### src/buck_seq_params.svh
// named constants for the buck protection sequencer
// assumes a single 25 MHz clock and comparator/strap levels arriving as pins
`ifndef BUCK_SEQ_PARAMS_SVH
`define BUCK_SEQ_PARAMS_SVH
`define CLK_PERIOD_NS 40
`define DEAD_TIME_NS 40
`define DEAD_CYC ((`DEAD_TIME_NS + `CLK_PERIOD_NS - 1) / `CLK_PERIOD_NS)
`define PG_RISE_NS 1000000
`define PG_FALL_NS 1500
`define UV_DELAY_NS 1000000
`define PG_RISE_CYC ((`PG_RISE_NS + `CLK_PERIOD_NS - 1) / `CLK_PERIOD_NS)
`define PG_FALL_CYC ((`PG_FALL_NS + `CLK_PERIOD_NS - 1) / `CLK_PERIOD_NS)
`define UV_DELAY_CYC ((`UV_DELAY_NS + `CLK_PERIOD_NS - 1) / `CLK_PERIOD_NS)
`define EXT_MAX_CYCLES 2'h3
`define DEAD_W 4
`define CNT_W 16
`define SYNC_W 28
`define STRAP_SETTLE 2'h3
`define STRAP_GND 2'h0
`define STRAP_REF2V 2'h1
`define STRAP_3V3 2'h2
`define STRAP_5V 2'h3
`endif

### src/buck_seq_pkg.sv
// types shared by the sequencer modules
// no assumptions beyond the params header
package buck_seq_pkg;
  typedef enum logic [2:0] {
    ST_IDLE = 3'b000,
    ST_DEAD_HL = 3'b001,
    ST_HIGH = 3'b010,
    ST_DEAD_LH = 3'b011,
    ST_LOW = 3'b100
  } pwm_state_t;
endpackage

### src/pwm_phase.sv
// one channel's gate sequencing: cycle start, extension, dead time, overcurrent
// assumes all inputs already synchronous to i_clk
`timescale 1ns/1ps
`include "buck_seq_params.svh"
module pwm_phase import buck_seq_pkg::*; (
  input wire logic i_clk,
  input wire logic i_rst,
  input wire logic i_cycle_start,
  input wire logic i_run,
  input wire logic i_peak_reached,
  input wire logic i_ocl_trip,
  input wire logic i_force_low,
  input wire logic i_force_off,
  output logic o_high_side_gate,
  output logic o_low_side_gate
);
  pwm_state_t state_q, state_d;
  logic [`DEAD_W-1:0] dead_q;
  logic [1:0] ext_q;

  // ==========================================
  // next state
  always_comb begin
    state_d = state_q;
    case (state_q)
      ST_IDLE: if (i_cycle_start && i_run) state_d = ST_DEAD_HL;
      ST_DEAD_HL: if (dead_q == '0) state_d = ST_HIGH;
      ST_HIGH: begin
        if (i_peak_reached || i_ocl_trip) begin
          state_d = ST_DEAD_LH;
        end else if (i_cycle_start && ext_q == `EXT_MAX_CYCLES) begin
          state_d = ST_DEAD_LH;
        end
      end
      ST_DEAD_LH: if (dead_q == '0) state_d = ST_LOW;
      ST_LOW: if (i_cycle_start) state_d = ST_DEAD_HL;
      default: state_d = ST_IDLE;
    endcase
    if (i_force_low) begin
      // latched low side must ignore cycle starts
      if (state_q == ST_LOW) state_d = ST_LOW;
      else if (state_q != ST_DEAD_LH) state_d = ST_DEAD_LH;
    end else if (i_force_off || !i_run) begin
      state_d = ST_IDLE;
    end
  end

  always_ff @(posedge i_clk or posedge i_rst) begin
    if (i_rst) state_q <= ST_IDLE;
    else state_q <= state_d;
  end

  // ==========================================
  // dead time and extension counters
  always_ff @(posedge i_clk or posedge i_rst) begin
    if (i_rst) dead_q <= '0;
    else if (state_d != state_q) dead_q <= `DEAD_W'(`DEAD_CYC - 1);
    else if (dead_q != '0) dead_q <= dead_q - `DEAD_W'(1);
  end

  always_ff @(posedge i_clk or posedge i_rst) begin
    if (i_rst) ext_q <= '0;
    else if (state_d != ST_HIGH) ext_q <= '0;
    else if (i_cycle_start && state_q == ST_HIGH) ext_q <= ext_q + 2'h1;
  end

  // ==========================================
  // gate outputs
  always_ff @(posedge i_clk or posedge i_rst) begin
    if (i_rst) begin
      o_high_side_gate <= 1'b0;
      o_low_side_gate <= 1'b0;
    end else begin
      o_high_side_gate <= (state_d == ST_HIGH);
      o_low_side_gate <= (state_d == ST_LOW);
    end
  end
endmodule // pwm_phase

### src/buck_protection_sequencer.sv
// dual channel supervision: straps, lockout, protection latches, powergood, discharge
// assumes comparator, strap and enable levels are asynchronous pins
`timescale 1ns/1ps
`include "buck_seq_params.svh"
module buck_protection_sequencer import buck_seq_pkg::*; #(
  parameter int PG_RISE_CYCLES = `PG_RISE_CYC,
  parameter int UV_DELAY_CYCLES = `UV_DELAY_CYC
) (
  input wire logic i_clk,
  input wire logic i_rst,
  input wire logic i_global_enable,
  input wire logic [1:0] i_channel_enable,
  input wire logic i_frequency_set_pin,
  input wire logic [1:0] i_trip_strap,
  input wire logic [1:0] i_function_strap,
  input wire logic [1:0] i_peak_reached,
  input wire logic [1:0] i_ocl_trip,
  input wire logic [1:0] i_within_5pct,
  input wire logic [1:0] i_outside_10pct,
  input wire logic [1:0] i_over_15pct,
  input wire logic [1:0] i_under_70pct,
  input wire logic [1:0] i_softstart_done,
  input wire logic [1:0] i_target_above_residual,
  input wire logic i_lockout_5v,
  input wire logic i_lockout_3v3,
  input wire logic i_lockout_ref,
  input wire logic i_over_temp,
  output logic [1:0] o_high_side_gate,
  output logic [1:0] o_low_side_gate,
  output logic [1:0] o_powergood,
  output logic [1:0] o_discharge,
  output logic [1:0] o_softstart_run,
  output logic o_rail_5v_regulator_en,
  output logic o_reference_2v_en,
  output logic o_rail_3v3_limit_low,
  output logic o_ocl_level_low,
  output logic o_current_mode
);
  // ==========================================
  // input synchronisers
  logic [`SYNC_W-1:0] sync1_q, sync2_q;
  always_ff @(posedge i_clk or posedge i_rst) begin
    if (i_rst) begin
      sync1_q <= '0;
      sync2_q <= '0;
    end else begin
      sync1_q <= {i_global_enable, i_channel_enable, i_frequency_set_pin, i_trip_strap, i_function_strap,
                  i_peak_reached, i_ocl_trip, i_within_5pct, i_outside_10pct, i_over_15pct, i_under_70pct,
                  i_softstart_done, i_target_above_residual, i_lockout_5v, i_lockout_3v3, i_lockout_ref,
                  i_over_temp};
      sync2_q <= sync1_q;
    end
  end

  logic glob_s, sclk_s, lk5_s, lk3_s, lkr_s, ot_s;
  logic [1:0] en_s, trip_s, function_strap_s, peak_s, ocl_s, in5_s, out10_s, ov_s, uv_s, ssd_s, tgt_s;
  assign {glob_s, en_s, sclk_s, trip_s, function_strap_s, peak_s, ocl_s, in5_s, out10_s, ov_s, uv_s, ssd_s, tgt_s,
          lk5_s, lk3_s, lkr_s, ot_s} = sync2_q;

  // ==========================================
  // strap capture after reset release
  logic [1:0] settle_q;
  logic strap_ok_q, dis_en_q, ovp_en_q;
  always_ff @(posedge i_clk or posedge i_rst) begin
    if (i_rst) settle_q <= '0;
    else if (settle_q != `STRAP_SETTLE) settle_q <= settle_q + 2'h1;
  end

  always_ff @(posedge i_clk or posedge i_rst) begin
    if (i_rst) begin
      strap_ok_q <= 1'b0;
      dis_en_q <= 1'b0;
      ovp_en_q <= 1'b0;
      o_ocl_level_low <= 1'b0;
      o_current_mode <= 1'b0;
    end else if (settle_q == `STRAP_SETTLE && !strap_ok_q) begin
      strap_ok_q <= 1'b1;
      dis_en_q <= (trip_s == `STRAP_GND) || (trip_s == `STRAP_5V);
      o_ocl_level_low <= (trip_s == `STRAP_3V3) || (trip_s == `STRAP_5V);
      ovp_en_q <= (function_strap_s == `STRAP_GND) || (function_strap_s == `STRAP_3V3);
      o_current_mode <= (function_strap_s == `STRAP_GND) || (function_strap_s == `STRAP_5V);
    end
  end

  // ==========================================
  // lockout, thermal and rails
  logic lock_any;
  assign lock_any = lk5_s || lk3_s || lkr_s;
  always_ff @(posedge i_clk or posedge i_rst) begin
    if (i_rst) begin
      o_rail_5v_regulator_en <= 1'b0;
      o_reference_2v_en <= 1'b0;
      o_rail_3v3_limit_low <= 1'b0;
    end else begin
      o_rail_5v_regulator_en <= !(lk3_s || lkr_s || ot_s);
      o_reference_2v_en <= !lk3_s;
      o_rail_3v3_limit_low <= ot_s;
    end
  end

  // ==========================================
  // switching clock edges
  logic sclk_prev_q;
  always_ff @(posedge i_clk or posedge i_rst) begin
    if (i_rst) sclk_prev_q <= 1'b0;
    else sclk_prev_q <= sclk_s;
  end
  logic [1:0] cyc_start;
  assign cyc_start[0] = sclk_s && !sclk_prev_q;
  assign cyc_start[1] = !sclk_s && sclk_prev_q;

  // ==========================================
  // protection latches and clear
  logic [1:0] ov_latch_q, uv_latch_q, active, qualify;
  logic latch_clear, any_latched;
  assign latch_clear = !glob_s || (en_s == 2'h0) || lock_any;
  assign any_latched = |{ov_latch_q, uv_latch_q};

  genvar g;
  for (g = 0; g < 2; g++) begin : g_ch
    localparam int O = 1 - g;
    logic [`CNT_W-1:0] uv_cnt_q, pg_cnt_q;
    logic uv_hit;
    assign active[g] = glob_s && en_s[g] && !lock_any && !ot_s && strap_ok_q;
    assign qualify[g] = active[g] && ssd_s[g] && !any_latched;
    assign uv_hit = uv_s[g] && active[g] && ssd_s[g] && !ov_latch_q[g];

    always_ff @(posedge i_clk or posedge i_rst) begin
      if (i_rst) uv_cnt_q <= '0;
      else if (!uv_hit || uv_latch_q[g]) uv_cnt_q <= '0;
      else if (uv_cnt_q != `CNT_W'(UV_DELAY_CYCLES - 1)) uv_cnt_q <= uv_cnt_q + `CNT_W'(1);
    end

    always_ff @(posedge i_clk or posedge i_rst) begin
      if (i_rst) begin
        ov_latch_q[g] <= 1'b0;
        uv_latch_q[g] <= 1'b0;
      end else begin
        ov_latch_q[g] <= (ov_s[g] && ovp_en_q && active[g]) || (ov_latch_q[g] && !latch_clear);
        uv_latch_q[g] <= (uv_hit && uv_cnt_q == `CNT_W'(UV_DELAY_CYCLES - 1))
                         || (uv_latch_q[g] && !latch_clear);
      end
    end

    pwm_phase u_phase (
      .i_clk(i_clk),
      .i_rst(i_rst),
      .i_cycle_start(cyc_start[g]),
      .i_run(active[g] && tgt_s[g]),
      .i_peak_reached(peak_s[g]),
      .i_ocl_trip(ocl_s[g]),
      .i_force_low(ov_latch_q[g]),
      .i_force_off(uv_latch_q[g] || ov_latch_q[O] || uv_latch_q[O]),
      .o_high_side_gate(o_high_side_gate[g]),
      .o_low_side_gate(o_low_side_gate[g])
    );

    // powergood qualification and filter
    always_ff @(posedge i_clk or posedge i_rst) begin
      if (i_rst) begin
        pg_cnt_q <= '0;
        o_powergood[g] <= 1'b0;
      end else if (!qualify[g]) begin
        pg_cnt_q <= '0;
        o_powergood[g] <= 1'b0;
      end else if (!o_powergood[g]) begin
        if (!in5_s[g]) pg_cnt_q <= '0;
        else if (pg_cnt_q == `CNT_W'(PG_RISE_CYCLES - 1)) begin
          pg_cnt_q <= '0;
          o_powergood[g] <= 1'b1;
        end else pg_cnt_q <= pg_cnt_q + `CNT_W'(1);
      end else begin
        if (!out10_s[g]) pg_cnt_q <= '0;
        else if (pg_cnt_q == `CNT_W'(`PG_FALL_CYC - 1)) begin
          pg_cnt_q <= '0;
          o_powergood[g] <= 1'b0;
        end else pg_cnt_q <= pg_cnt_q + `CNT_W'(1);
      end
    end

    always_ff @(posedge i_clk or posedge i_rst) begin
      if (i_rst) begin
        o_discharge[g] <= 1'b0;
        o_softstart_run[g] <= 1'b0;
      end else begin
        o_discharge[g] <= !en_s[g] && dis_en_q && strap_ok_q;
        o_softstart_run[g] <= active[g] && !any_latched;
      end
    end

  end
endmodule // buck_protection_sequencer

### config.mk
export PLATFORM = sky130hd
export DESIGN_NAME = buck_protection_sequencer
export DESIGN_NICKNAME = d
export VERILOG_FILES = /design/src/buck_seq_pkg.sv /design/src/pwm_phase.sv /design/src/buck_protection_sequencer.sv
export VERILOG_INCLUDE_DIRS = /design/src
export SDC_FILE = /design/constraint.sdc
export NUM_CORES = 1
export LEC_CHECK = 0
export ABC_AREA = 1
export BUFFER_PORTS_ARGS = -buffer_cell sky130_fd_sc_hd__buf_4
export CAP_MARGIN = 20
export CORE_MARGIN = 1.5
export CORE_UTILIZATION = 45
export CTS_CLUSTER_DIAMETER = 100
export DETAILED_ROUTE_END_ITERATION = 8
export PLACE_DENSITY_LB_ADDON = 0.2
export SYNTH_ARGS = -nofsm -noshare
export SYNTH_HDL_FRONTEND = slang
export SYNTH_SLANG_ARGS = --single-unit
### constraint.sdc
create_clock -name i_clk -period 6.97 [get_ports i_clk]
set_clock_uncertainty 0.15 [all_clocks]
set_input_delay 1.394 -clock i_clk [delete_from_list [all_inputs] [get_ports i_clk]]
set_output_delay 1.394 -clock i_clk [all_outputs]
set_load 0.02 [all_outputs]
## After elaboration in Yosys (flattened, before gate mapping)

Cells that the tools add are included.

- Muxes and demuxes: 58
- $add $sub $neg: 9
- Eq/ne operators: 34
- Reduce and logical (&&, ||, !) cells: 103

Operators by type and width:

| cell | number |
|---|---|
| $mux 16 | 16 |
| $add 16x1->16 const B | 4 |
| $eq 16x15->1 const B | 4 |
| $mux 3 | 20 |
| $logic_and 1x1->1 | 45 |
| $eq 16x6->1 const B | 2 |
| $ne 16x15->1 const B | 2 |
| $pmux 3 s5 | 2 |
| $logic_or 1x1->1 | 24 |
| $eq 3x2->1 const B | 6 |
| $logic_not 1->1 | 18 |
| $mux 4 | 4 |
| $eq 2x2->1 const B | 7 |
| $eq 3x3->1 const B | 4 |
| $mux 1 | 12 |
| $ne 3x2->1 const B | 4 |
| $reduce_bool 2->1 | 6 |
| $logic_not 4->1 | 2 |
| $mux 2 | 4 |
| $reduce_bool 4->1 | 2 |
| $sub 4x1->4 const B | 2 |
| $add 2x1->2 const B | 3 |
| $eq 3x1->1 const B | 2 |
| $logic_not 2->1 | 3 |
| 4 further kinds | 6 |

- Logic and storage cells: 240
- Bits in registers: 163
- Output and inout port bits: 15
- Input port bits: 30

## Longest topological paths before layout

Gate-level depths: netlist of run 1.

- Depth in word-level cells: 15
- Mapped depth: 14
- Gate-level depth less buffers: 14

## Modules after synthesis

A second synthesis of run 1 with hierarchy kept.

- Cells, all modules: 810
- Area total of the unflattened synthesis: 7,333.3 um2

By module, submodules not included:

| module | area each (um2) | seq. area each (um2) | cells each | instances |
|---|---|---|---|---|
| buck_protection_sequencer | 6,002.0 | 3,528.4 | 624 | 1 |
| pwm_phase | 665.6 | 275.3 | 93 | 2 |

## Least setup slack after synthesis of run 1

No wires, ideal clock.

- Kind: flip-flop to output port
- Start point: register g_ch[0].u_phase.o_high_side_gate
- End point: output port o_high_side_gate[0]
- Data arrival time: 0.482 ns
- Path slack: 4.944 ns
- Required time: 5.426 ns
- Stages on the path, launching flop included: 2
- Buffers on the path: 1
- Cell sequence: dfrtp_1 -> buf_4

RTL lines:

| what | RTL line | RTL |
|---|---|---|
| from (decl) | pwm_phase.sv:14 | `output logic o_high_side_gate,` |
| from (signal assigned) | pwm_phase.sv:74 | `o_high_side_gate <= (state_d == ST_HIGH);` |
| to (decl) | buck_protection_sequencer.sv:28 | `output logic [1:0] o_high_side_gate,` |

No word-level cell between the ends.

==> flow_metrics.tcl, run 1 <==
set metrics [dict create \
    fin_tns_setup_ps 0 \
    crit_required_ps 7270 \
    ant_nets 0 \
    min_period_ps 2650 \
    initial_core_util_pct 46.0 \
    max_slew_margin_pct 43.5 \
    die_y_um 130 \
    syn_area_per_cell_um2 9.14 \
    cts.hold.buffers_added 0 \
    seq_area_frac_synth_pct 55.8 \
    first_pass_iters 5 \
    irDropWorstVdd_mv 0.191 \
    synth.distinct_cells 40 \
    cts-resized-gates 0 \
    post-cts-setup-buffers 0 \
    coreArea_mm2 0.0159 \
    rsz0062_at_grt "no" \
    clockBufferDepth 2 \
    ios 45 \
    post_drt_wl_per_cell_um 11.9 \
    fin_hold_ws_ps 197 \
    cts-root-buf "clkbuf_16" \
    track_usage_pct 16.9 \
    fin_nets 901 \
    syn_inst 800 \
    grt-ovfl-total 0 \
    powerDensity_mw_per_mm2 231 \
    dp_hpwl_um 8970 \
    ys_warn_count 0 \
    rows 46 \
    antenna_found_initial 0 \
    die_w_um 130 \
    fmax_mhz 377 \
    clk_latency_ps 430 \
    drt-initial-drc-count 243 \
    cts_tree "yes" \
    synth_area_mm2 0.00731 \
    area_growth_pct 15.6 \
    holdCritStartpoint "sync1_q[6]" \
    grt_max_degree 98 \
    finalMaxSlewViolations 0 \
    cts_num_sinks 163 \
    drc_errors 0 \
    port_buffers 44 \
    max-cap-violations 0 \
    vias 5185 \
    cts.clk_slew.worst_paths_ps 60 \
    leakagePower_nw 3.89 \
    n_fill_cell 1501 \
    outcome "complete, no violations" \
    worst_hold_path_type "reg2reg" \
    htreeDepth 4 \
    layout_commonest_cell "dfrtp_1" \
    crit_type "in2async" \
    viasPerCell 4.78 \
    grt_pass1_wl_um 22600 \
    setup_viol 0 \
    cp-start-kind "primary input" \
    grt_pass1_vias 5024 \
    drive_gt1_share_pct 15.8 \
    synth_seq_cells 163 \
    r2r_start "g_ch[1].pg_cnt_q[0]" \
    worst_setup_path_end_kind "asynchronous set/reset pin" \
    drt-total-wl_um 13000 \
    final_hold_viol_count 0 \
    critPathArrivalTime_ps 2950 \
    worst_slew_pin_slew_ps 848 \
    critPathLaunch "i_rst" \
    antenna_cells 0 \
    syn_nets 845 \
    gp_congestion 0.848 \
    fin_crit_sh_pct 38.0 \
    cts_inserted_buffers 17 \
    crit_fanout 97 \
    die-area_mm2 0.0170 \
    layout_common_cells "dfrtp_1, nand2_1, inv_1" \
    power_w 0.00195 \
]
-- synth_stat cells --
cell type	number	share of area [%]
dfrtp_1	163	56
nand2_1	135	6.9
inv_1	122	6.3
nor2_1	91	4.7
nand3_1	56	3.8
o21ai_0	36	2.5
a21oi_1	33	2.3
nor3_1	26	1.8
nand4_1	16	1.4
ha_1	15	2.6
nand3_2	10	1.4
nor2_2	10	0.86
nor3_2	9	1.2
inv_2	8	0.41
nor3b_1	8	0.82
xor2_1	8	0.96
xnor2_1	7	0.84
nand2_2	6	0.51
a211oi_1	4	0.41
a211oi_2	4	0.68
buf_4	4	0.41
a21oi_2	3	0.36
nor2_4	3	0.46
nor4_1	3	0.26
buf_6	2	0.31
nor2_8	2	0.55
o21a_1	2	0.21
o21ai_1	2	0.14
a21boi_1	1	0.10
a221oi_1	1	0.12
a41oi_1	1	0.12
and3_1	1	0.086
buf_2	1	0.068
clkbuf_1	1	0.051
inv_4	1	0.086
nand3_4	1	0.24
nor3b_2	1	0.17
o22ai_1	1	0.086
o31ai_1	1	0.10
or2_2	1	0.086
-- layer usage --
metal,GRT usage [%],part of all wire [%]
met4,5.43,1.0
met5,0,0
met3,5.09,4.1
met2,27.5,46
met1,22.0,49
-- critical path, cell delays in order --
cell   delay [ps]
buf_4         120
inv_6         560
buf_4         780
-- per-stage QoR --
step	std cells	area, um2	utilization [%]	setup WS (ps)
2_1_floorplan	800	7310	-	1020
3_3_place_gp	1053	7870	49.5	3740
3_5_place_dp	1053	7870	49.5	3730
4_1_cts	1085	8450	53.2	4200
5_1_grt	1085	8450	53.2	3990
6_report	1085	8450	53.2	4320
-- registers in the layout (all words and copies together), names as in the netlist, 2 cells and up --
register                       flops
g_ch.pg_cnt_q                     32
g_ch.uv_cnt_q                     32
sync1_q                           28
sync2_q                           28
g_ch.u_phase.dead_q                8
g_ch.u_phase.state_q               6
g_ch.u_phase.ext_q                 4
g_ch.u_phase.o_high_side_gate      2
g_ch.u_phase.o_low_side_gate       2
o_discharge                        2
o_powergood                        2
o_softstart_run                    2
ov_latch_q                         2
settle_q                           2
uv_latch_q                         2
-- kinds of logic (layout without fill, tap and decap cells) --
group                    Yosys count  in the layout  synth area share [%]
AO/OA/AOI/OAI                     89             89                  7.05
AND/OR/NAND/NOR                  379            379                  25.2
flip-flops                       163            163                  55.8
buffers and inverters            139            208                  7.60
adder cells (fa/ha/maj)           15             15                  2.57
XOR/XNOR                          15             15                  1.80
-- final cells by class --
type / instances / area [um2] / area share (%)
Sequential cell: 163 / 4080 / 48.2
Tap cell: 216 / 270 / 3.20
Multi-Input combinational cell: 498 / 2680 / 31.7
Inverter: 131 / 499 / 5.90
Clock inverter: 13 / 136 / 1.61
Clock buffer: 19 / 453 / 5.36
Timing Repair Buffer: 45 / 338 / 4.00
-- final timing paths --
kind                                             to  slack [ps]  cells after the start
max                        g_ch[1].u_phase.ext_q[0]        4320                      3
min                                      sync2_q[6]         200                      0
max reg2reg                    g_ch[1].pg_cnt_q[14]        4950                     10
min reg2reg                              sync2_q[6]         200                      0
max in group i_clk                   o_powergood[1]        4430                      1
min in group asynchronous               sync1_q[13]         980                      2
-- power by group --
part	switching (W)	total, W	internal [W]
registers	0.00000906	0.000976	0.000967
clock network	0.000403	0.000924	0.000522
logic	0.0000345	0.0000542	0.0000196
Note: power is estimated with default switching activity, not from simulation.
==> run 2, diff against run 1 <==
==> constraint.sdc (replaced) <==
create_clock -name i_clk -period 2.3 [get_ports i_clk]
set_clock_uncertainty 0.15 [all_clocks]
set_input_delay 0.46 -clock i_clk [delete_from_list [all_inputs] [get_ports i_clk]]
set_output_delay 0.46 -clock i_clk [all_outputs]
set_load 0.02 [all_outputs]
==> flow_metrics.tcl, run 2 (same netlist as run 1, synthesis figures left out) <==
set metrics [dict create \
    outcome "complete, no violations" \
    critPathLaunch "g_ch[0].u_phase.dead_q[0]" \
    viasPerCell 4.66 \
    antenna_found_initial 0 \
    grt_max_degree 72 \
    cts-root-buf "clkbuf_16" \
    drt-initial-drc-count 226 \
    layout_commonest_cell "dfrtp_1" \
    drt-total-wl_um 13000 \
    drc_errors 0 \
    grt-ovfl-total 0 \
    first_pass_iters 4 \
    fin_crit_sh_pct 84.9 \
    die_w_um 130 \
    clockBufferDepth 2 \
    fin_nets 934 \
    cp-start-kind "flip-flop" \
    cts_tree "yes" \
    post_drt_wl_per_cell_um 11.7 \
    cts_num_sinks 163 \
    crit_fanout 5 \
    track_usage_pct 17.1 \
    worst_hold_path_type "reg2reg" \
    reg2reg_to "g_ch[0].u_phase.dead_q[3]" \
    grt_pass1_vias 5003 \
    vias 5215 \
    dp.cells 1057 \
    dpl-instance-area_mm2 0.00792 \
    post-cts-setup-buffers 0 \
    n_fill_cell 1463 \
    worst_slew_pin_slew_ps 494 \
    dp_hpwl_um 9130 \
    setup_viol 0 \
    drive_gt1_share_pct 15.6 \
    min_period_ps 1950 \
    fin_hold_ws_ps 197 \
    crit_required_ps 2460 \
    ant_nets 0 \
    max-cap-violations 0 \
    rows 46 \
    stdcell_count 1118 \
    reg2reg_depth 13 \
    grt_pass1_wl_um 22900 \
    ios 45 \
    final_util_pct 55.3 \
    gp_congestion 0.841 \
    die_y_um 130 \
    coreArea_mm2 0.0159 \
    power_w 0.00592 \
    powerDensity_mw_per_mm2 674 \
    cts.clk_slew.worst_paths_ps 70 \
    max_slew_margin_pct 67.0 \
    clk_latency_ps 420 \
    finalMaxSlewViolations 0 \
    fin_area_mm2 0.00879 \
    area_growth_pct 20.2 \
    worst_setup_path_end_kind "flip-flop" \
    initial_core_util_pct 46.0 \
    crit_type "reg2reg" \
    top_regs "g_ch.pg_cnt_q (32), g_ch.uv_cnt_q (32)" \
    htreeDepth 4 \
    cts_inserted_buffers 17 \
    crit_path_end "g_ch[0].u_phase.dead_q[3]" \
    port_buffers 44 \
    r2r_slack_ps 350 \
    holdCritStartpoint "sync1_q[23]" \
    final_hold_viol_count 0 \
    rsz0062_at_grt "no" \
    die-area_mm2 0.0170 \
    layout_common_cells "dfrtp_1, nand2_1, inv_1" \
    multiInputGateArea_mm2 0.00268 \
    critPathArrivalTime_ps 2120 \
    irDropWorstVdd_mv 0.611 \
    r2r_start "g_ch[0].u_phase.dead_q[0]" \
    seqCellArea_mm2 0.00408 \
    leakagePower_nw 4.04 \
    antenna_cells 0 \
    fmax_mhz 512 \
]
## run 2: per-stage QoR
| step | worst slack [ps] | setup TNS, ps |
|---|---|---|
| 6_report | 348 | 0 |
| 5_1_grt | 101 | 0 |
| 4_1_cts | 326 | 0 |
| 3_5_place_dp | 333 | 0 |
| 3_3_place_gp | 360 | 0 |
| 2_1_floorplan | -381 | -62070 |
## run 2: per-layer routing
metal,wire [um],part of all wire (%),track usage (%)
met5,0,0,0
met3,401,3.1,4.44
met2,5930,45,26.6
met4,139,1.1,5.04
met1,6580,50,23.8
## run 2: repair_timing
action	CTS	global route
hold endpoints to repair	43	0
resized for setup	0	0
hold buffers	29	0
## run 2: layout make-up
type	instances	area share [%]
Inverter	131	5.66
Sequential cell	163	46.4
Multi-Input combinational cell	498	30.5
Clock inverter	14	1.62
Tap cell	216	3.07
Clock buffer	18	5.00
Timing Repair Buffer	78	7.77
## run 2: worst min-delay path by stage
stage	endpoint	cells after the start
floorplan	sync2_q[0]	0
global placement	sync2_q[21]	0
detailed placement	sync2_q[0]	0
CTS	sync2_q[0]	0
global route	sync2_q[21]	0
finish	sync2_q[23]	0
## run 2: power by group
part | total (W) | internal, W | switching [W] | leakage, nW
Combinational | 0.000213 | 0.0000983 | 0.000115 | 1.64
Sequential | 0.00296 | 0.00293 | 0.0000279 | 2.11
Clock | 0.00275 | 0.00155 | 0.00120 | 0.287
Total | 0.00592 | 0.00458 | 0.00134 | 4.04
## run 2: critical path, stage by stage (launching register included)
cell and delay (ps):
dfrtp_1 390, inv_1 80, ha_1 220, nand3_1 190, nand2_1 110, nand3_1 80, nor2_1 120, nand2_1 80
nand2_1 110, nand2_1 60, nand2_1 70, inv_1 50, nand2_2 90, nor2_1 40
==> run 3, diff against run 2 <==
--- a/config.mk
+++ b/config.mk
@@ -6,7 +6,7 @@
 export SDC_FILE = /design/constraint.sdc
 export NUM_CORES = 1
 export LEC_CHECK = 0
-export ABC_AREA = 1
+export ABC_AREA = 0
 export BUFFER_PORTS_ARGS = -buffer_cell sky130_fd_sc_hd__buf_4
 export CAP_MARGIN = 20
 export CORE_MARGIN = 1.5
==> constraint.sdc (replaced) <==
create_clock -name i_clk -period 2 [get_ports i_clk]
set_clock_uncertainty 0.15 [all_clocks]
set_input_delay 0.4 -clock i_clk [delete_from_list [all_inputs] [get_ports i_clk]]
set_output_delay 0.4 -clock i_clk [all_outputs]
set_load 0.02 [all_outputs]
==> flow_metrics.tcl, run 3 <==
set metrics [dict create \
    synth_most_common_cell "dfrtp_1" \
    synth_area_leaders "dfrtp_1, xor2_1, nor2_1" \
    viasPerCell 5.17 \
    gp_congestion 0.913 \
    initial_core_util_pct 45.7 \
    ios 45 \
    p_int_w 0.00543 \
    min_to "sync2_q[14]" \
    r2r_slack_ps -580 \
    crit_family "simple AND/OR/NAND/NOR gates" \
    first_pass_iters 4 \
    cpPeakStageDelay_ps 580 \
    worst_slew_pin_slew_ps 493 \
    outcome "finished with violations" \
    syn_inst 622 \
    critPathLaunch "sync2_q[1]" \
    coreArea_mm2 0.0151 \
    drt-initial-drc-count 318 \
    crit_fanout 4 \
    drt-total-wl_um 14600 \
    crit_chain "or4b_4, or4_4, o211ai_1, o21ai_1, or4_4, a211oi_2" \
    worst_setup_path_end_kind "flip-flop" \
    final_util_pct 62.2 \
    synth_edf_count 0 \
    drc_errors 0 \
    switching_power_w 0.00159 \
    pwr-share-comb_pct 4.1 \
    ant_nets 0 \
    cts_inserted_buffers 17 \
    synth.distinct_cells 57 \
    yosysTopAreaCell "dfrtp_1" \
    dp_hpwl_um 9500 \
    cts_tree "yes" \
    grt_pass1_wl_um 24700 \
    crit_top_cell "or4_4" \
    cts.clk_slew.worst_paths_ps 70 \
    seq_area_frac_synth_pct 59.2 \
    syn_nets 667 \
    die_y_um 127 \
    finalMaxSlewViolations 0 \
    worstHoldPathCells 0 \
    setup_ws_ps -582 \
    cp-start-kind "flip-flop" \
    drive_gt1_share_pct 32.7 \
    reg2reg_depth 6 \
    synth_top_area_share_pct 59.2 \
    cts_num_sinks 163 \
    fmax_mhz 387 \
    power_w 0.00702 \
    area_growth_pct 36.1 \
    top_regs "g_ch.pg_cnt_q (32), g_ch.uv_cnt_q (32)" \
    clk_latency_ps 420 \
    grt_max_degree 89 \
    irDropWorstVdd_mv 0.632 \
    violations "negative setup slack" \
    worst_hold_path_type "reg2reg" \
    track_usage_pct 19.3 \
    reg2reg_to "g_ch[1].u_phase.dead_q[1]" \
    synth_seq_cells 163 \
    async_flop_share_pct 100 \
    cp_slowest_cell "or4b_4" \
    r2r_start "sync2_q[1]" \
    seq_power_share_pct 48.4 \
    min_period_ps 2580 \
    layout_common_cells "dfrtp_1, buf_4, nor2_1" \
    antenna_cells 0 \
    ys_warn_count 0 \
    max_slew_margin_pct 67.2 \
    die_w_um 127 \
    synth-main-ff-cell "dfrtp_1" \
    critPathArrivalTime_ps 2760 \
    syn_area_per_cell_um2 11.1 \
    grt-ovfl-total 0 \
    crit_required_ps 2180 \
    antenna_found_initial 0 \
    rows 45 \
    crit_type "reg2reg" \
    synth_area_mm2 0.00689 \
    cp_num_buf_inv 0 \
    rsz0062_at_grt "yes" \
    final_hold_viol_count 0 \
    die-area_mm2 0.0161 \
    synth_commonest_cells "dfrtp_1, nor2_1, xor2_1" \
    leakagePower_nw 4.13 \
    powerDensity_mw_per_mm2 749 \
    layout_commonest_cell "dfrtp_1" \
    max-cap-violations 0 \
    holdCritStartpoint "sync1_q[14]" \
    htreeDepth 4 \
    fin_nets 827 \
    cts-root-buf "clkbuf_16" \
    clockPowerShare_pct 47.4 \
    post_drt_wl_per_cell_um 14.9 \
    power_switching_share_pct 22.7 \
    setup_viol 52 \
    fin_crit_sh_pct 129 \
    vias 5080 \
    grt_pass1_vias 5235 \
    port_buffers 44 \
    clockBufferDepth 2 \
]
[run 3: kinds of logic (layout without fill, tap and decap cells)]
kind of cell | Yosys count | count (layout) | share of synthesized area (%)
multiplexers | 6 | 6 | 0.907
AND/OR/NAND/NOR | 277 | 279 | 20.9
AO/OA/AOI/OAI | 57 | 57 | 5.83
buffers and inverters | 41 | 212 | 2.47
flip-flops | 163 | 163 | 59.2
XOR/XNOR | 63 | 63 | 8.00
adder cells (fa/ha/maj) | 15 | 15 | 2.72
[run 3: cell type report]
cell class                      count  area (um2)
Fill cell                        1187        5710
Sequential cell                   163        4080
Multi-Input combinational cell    420        3050
Timing Repair Buffer              159        1330
Clock buffer                       19         443
Tap cell                          188         235
Clock inverter                     13         166
Inverter                           21        82.6
[run 3: worst reg2reg max path, cell delays in order (launching register included)]
cell      delay, ps
dfrtp_1         380
or4b_4          580
or4_4           450
o211ai_1        170
o21ai_1         110
or4_4           480
a211oi_2        170
[run 3: worst max-delay path by stage]
stage                     depth (start not counted)                        end
after global placement                            6  g_ch[0].u_phase.dead_q[0]
after detailed placement                          6  g_ch[1].u_phase.dead_q[1]
after global routing                              6  g_ch[0].u_phase.dead_q[0]
after CTS                                         6  g_ch[0].u_phase.dead_q[0]
after floorplan                                   1                   dis_en_q
final                                             6  g_ch[1].u_phase.dead_q[1]
[run 3: what timing repair did]
item,in CTS,in global routing
cloned,2,2
pin swaps,20,4
buffers inserted,6,4
hold buffers,29,0
hold endpoints to repair,95,0
endpoints found under the setup margin,76,87
gates resized for setup,33,63
[run 3: per-stage QoR]
stage          hold WS, ps  std cells  setup WS (ps)  cell area [um2]  setup TNS, ps
2_1_floorplan          181        622           -621             7010        -107050
3_3_place_gp           182        908           -506             8010          -9460
3_5_place_dp           185        908           -552             8010         -11200
4_1_cts                200        977           -562             9110          -8540
5_1_grt                203        983           -641             9380         -12400
6_report               199        983           -582             9380          -8880
[run 3: power by group through the flow]
stage               Sequential, W  Clock, W  Combinational (W)
floorplan                 0.00347         0          0.0000944
global placement          0.00346         0           0.000231
detailed placement        0.00346         0           0.000235
CTS                       0.00340   0.00341           0.000291
global route              0.00341   0.00355           0.000321
finish                    0.00340   0.00333           0.000290
[run 3: routing by layer]
layer	vias to the layer above	part of all wire, %	GRT usage (%)
li1	2461	-	-
met1	2524	46	25.6
met2	84	50	31.4
met5	-	0	0
met4	0	0.90	6.28
met3	11	3.0	4.68
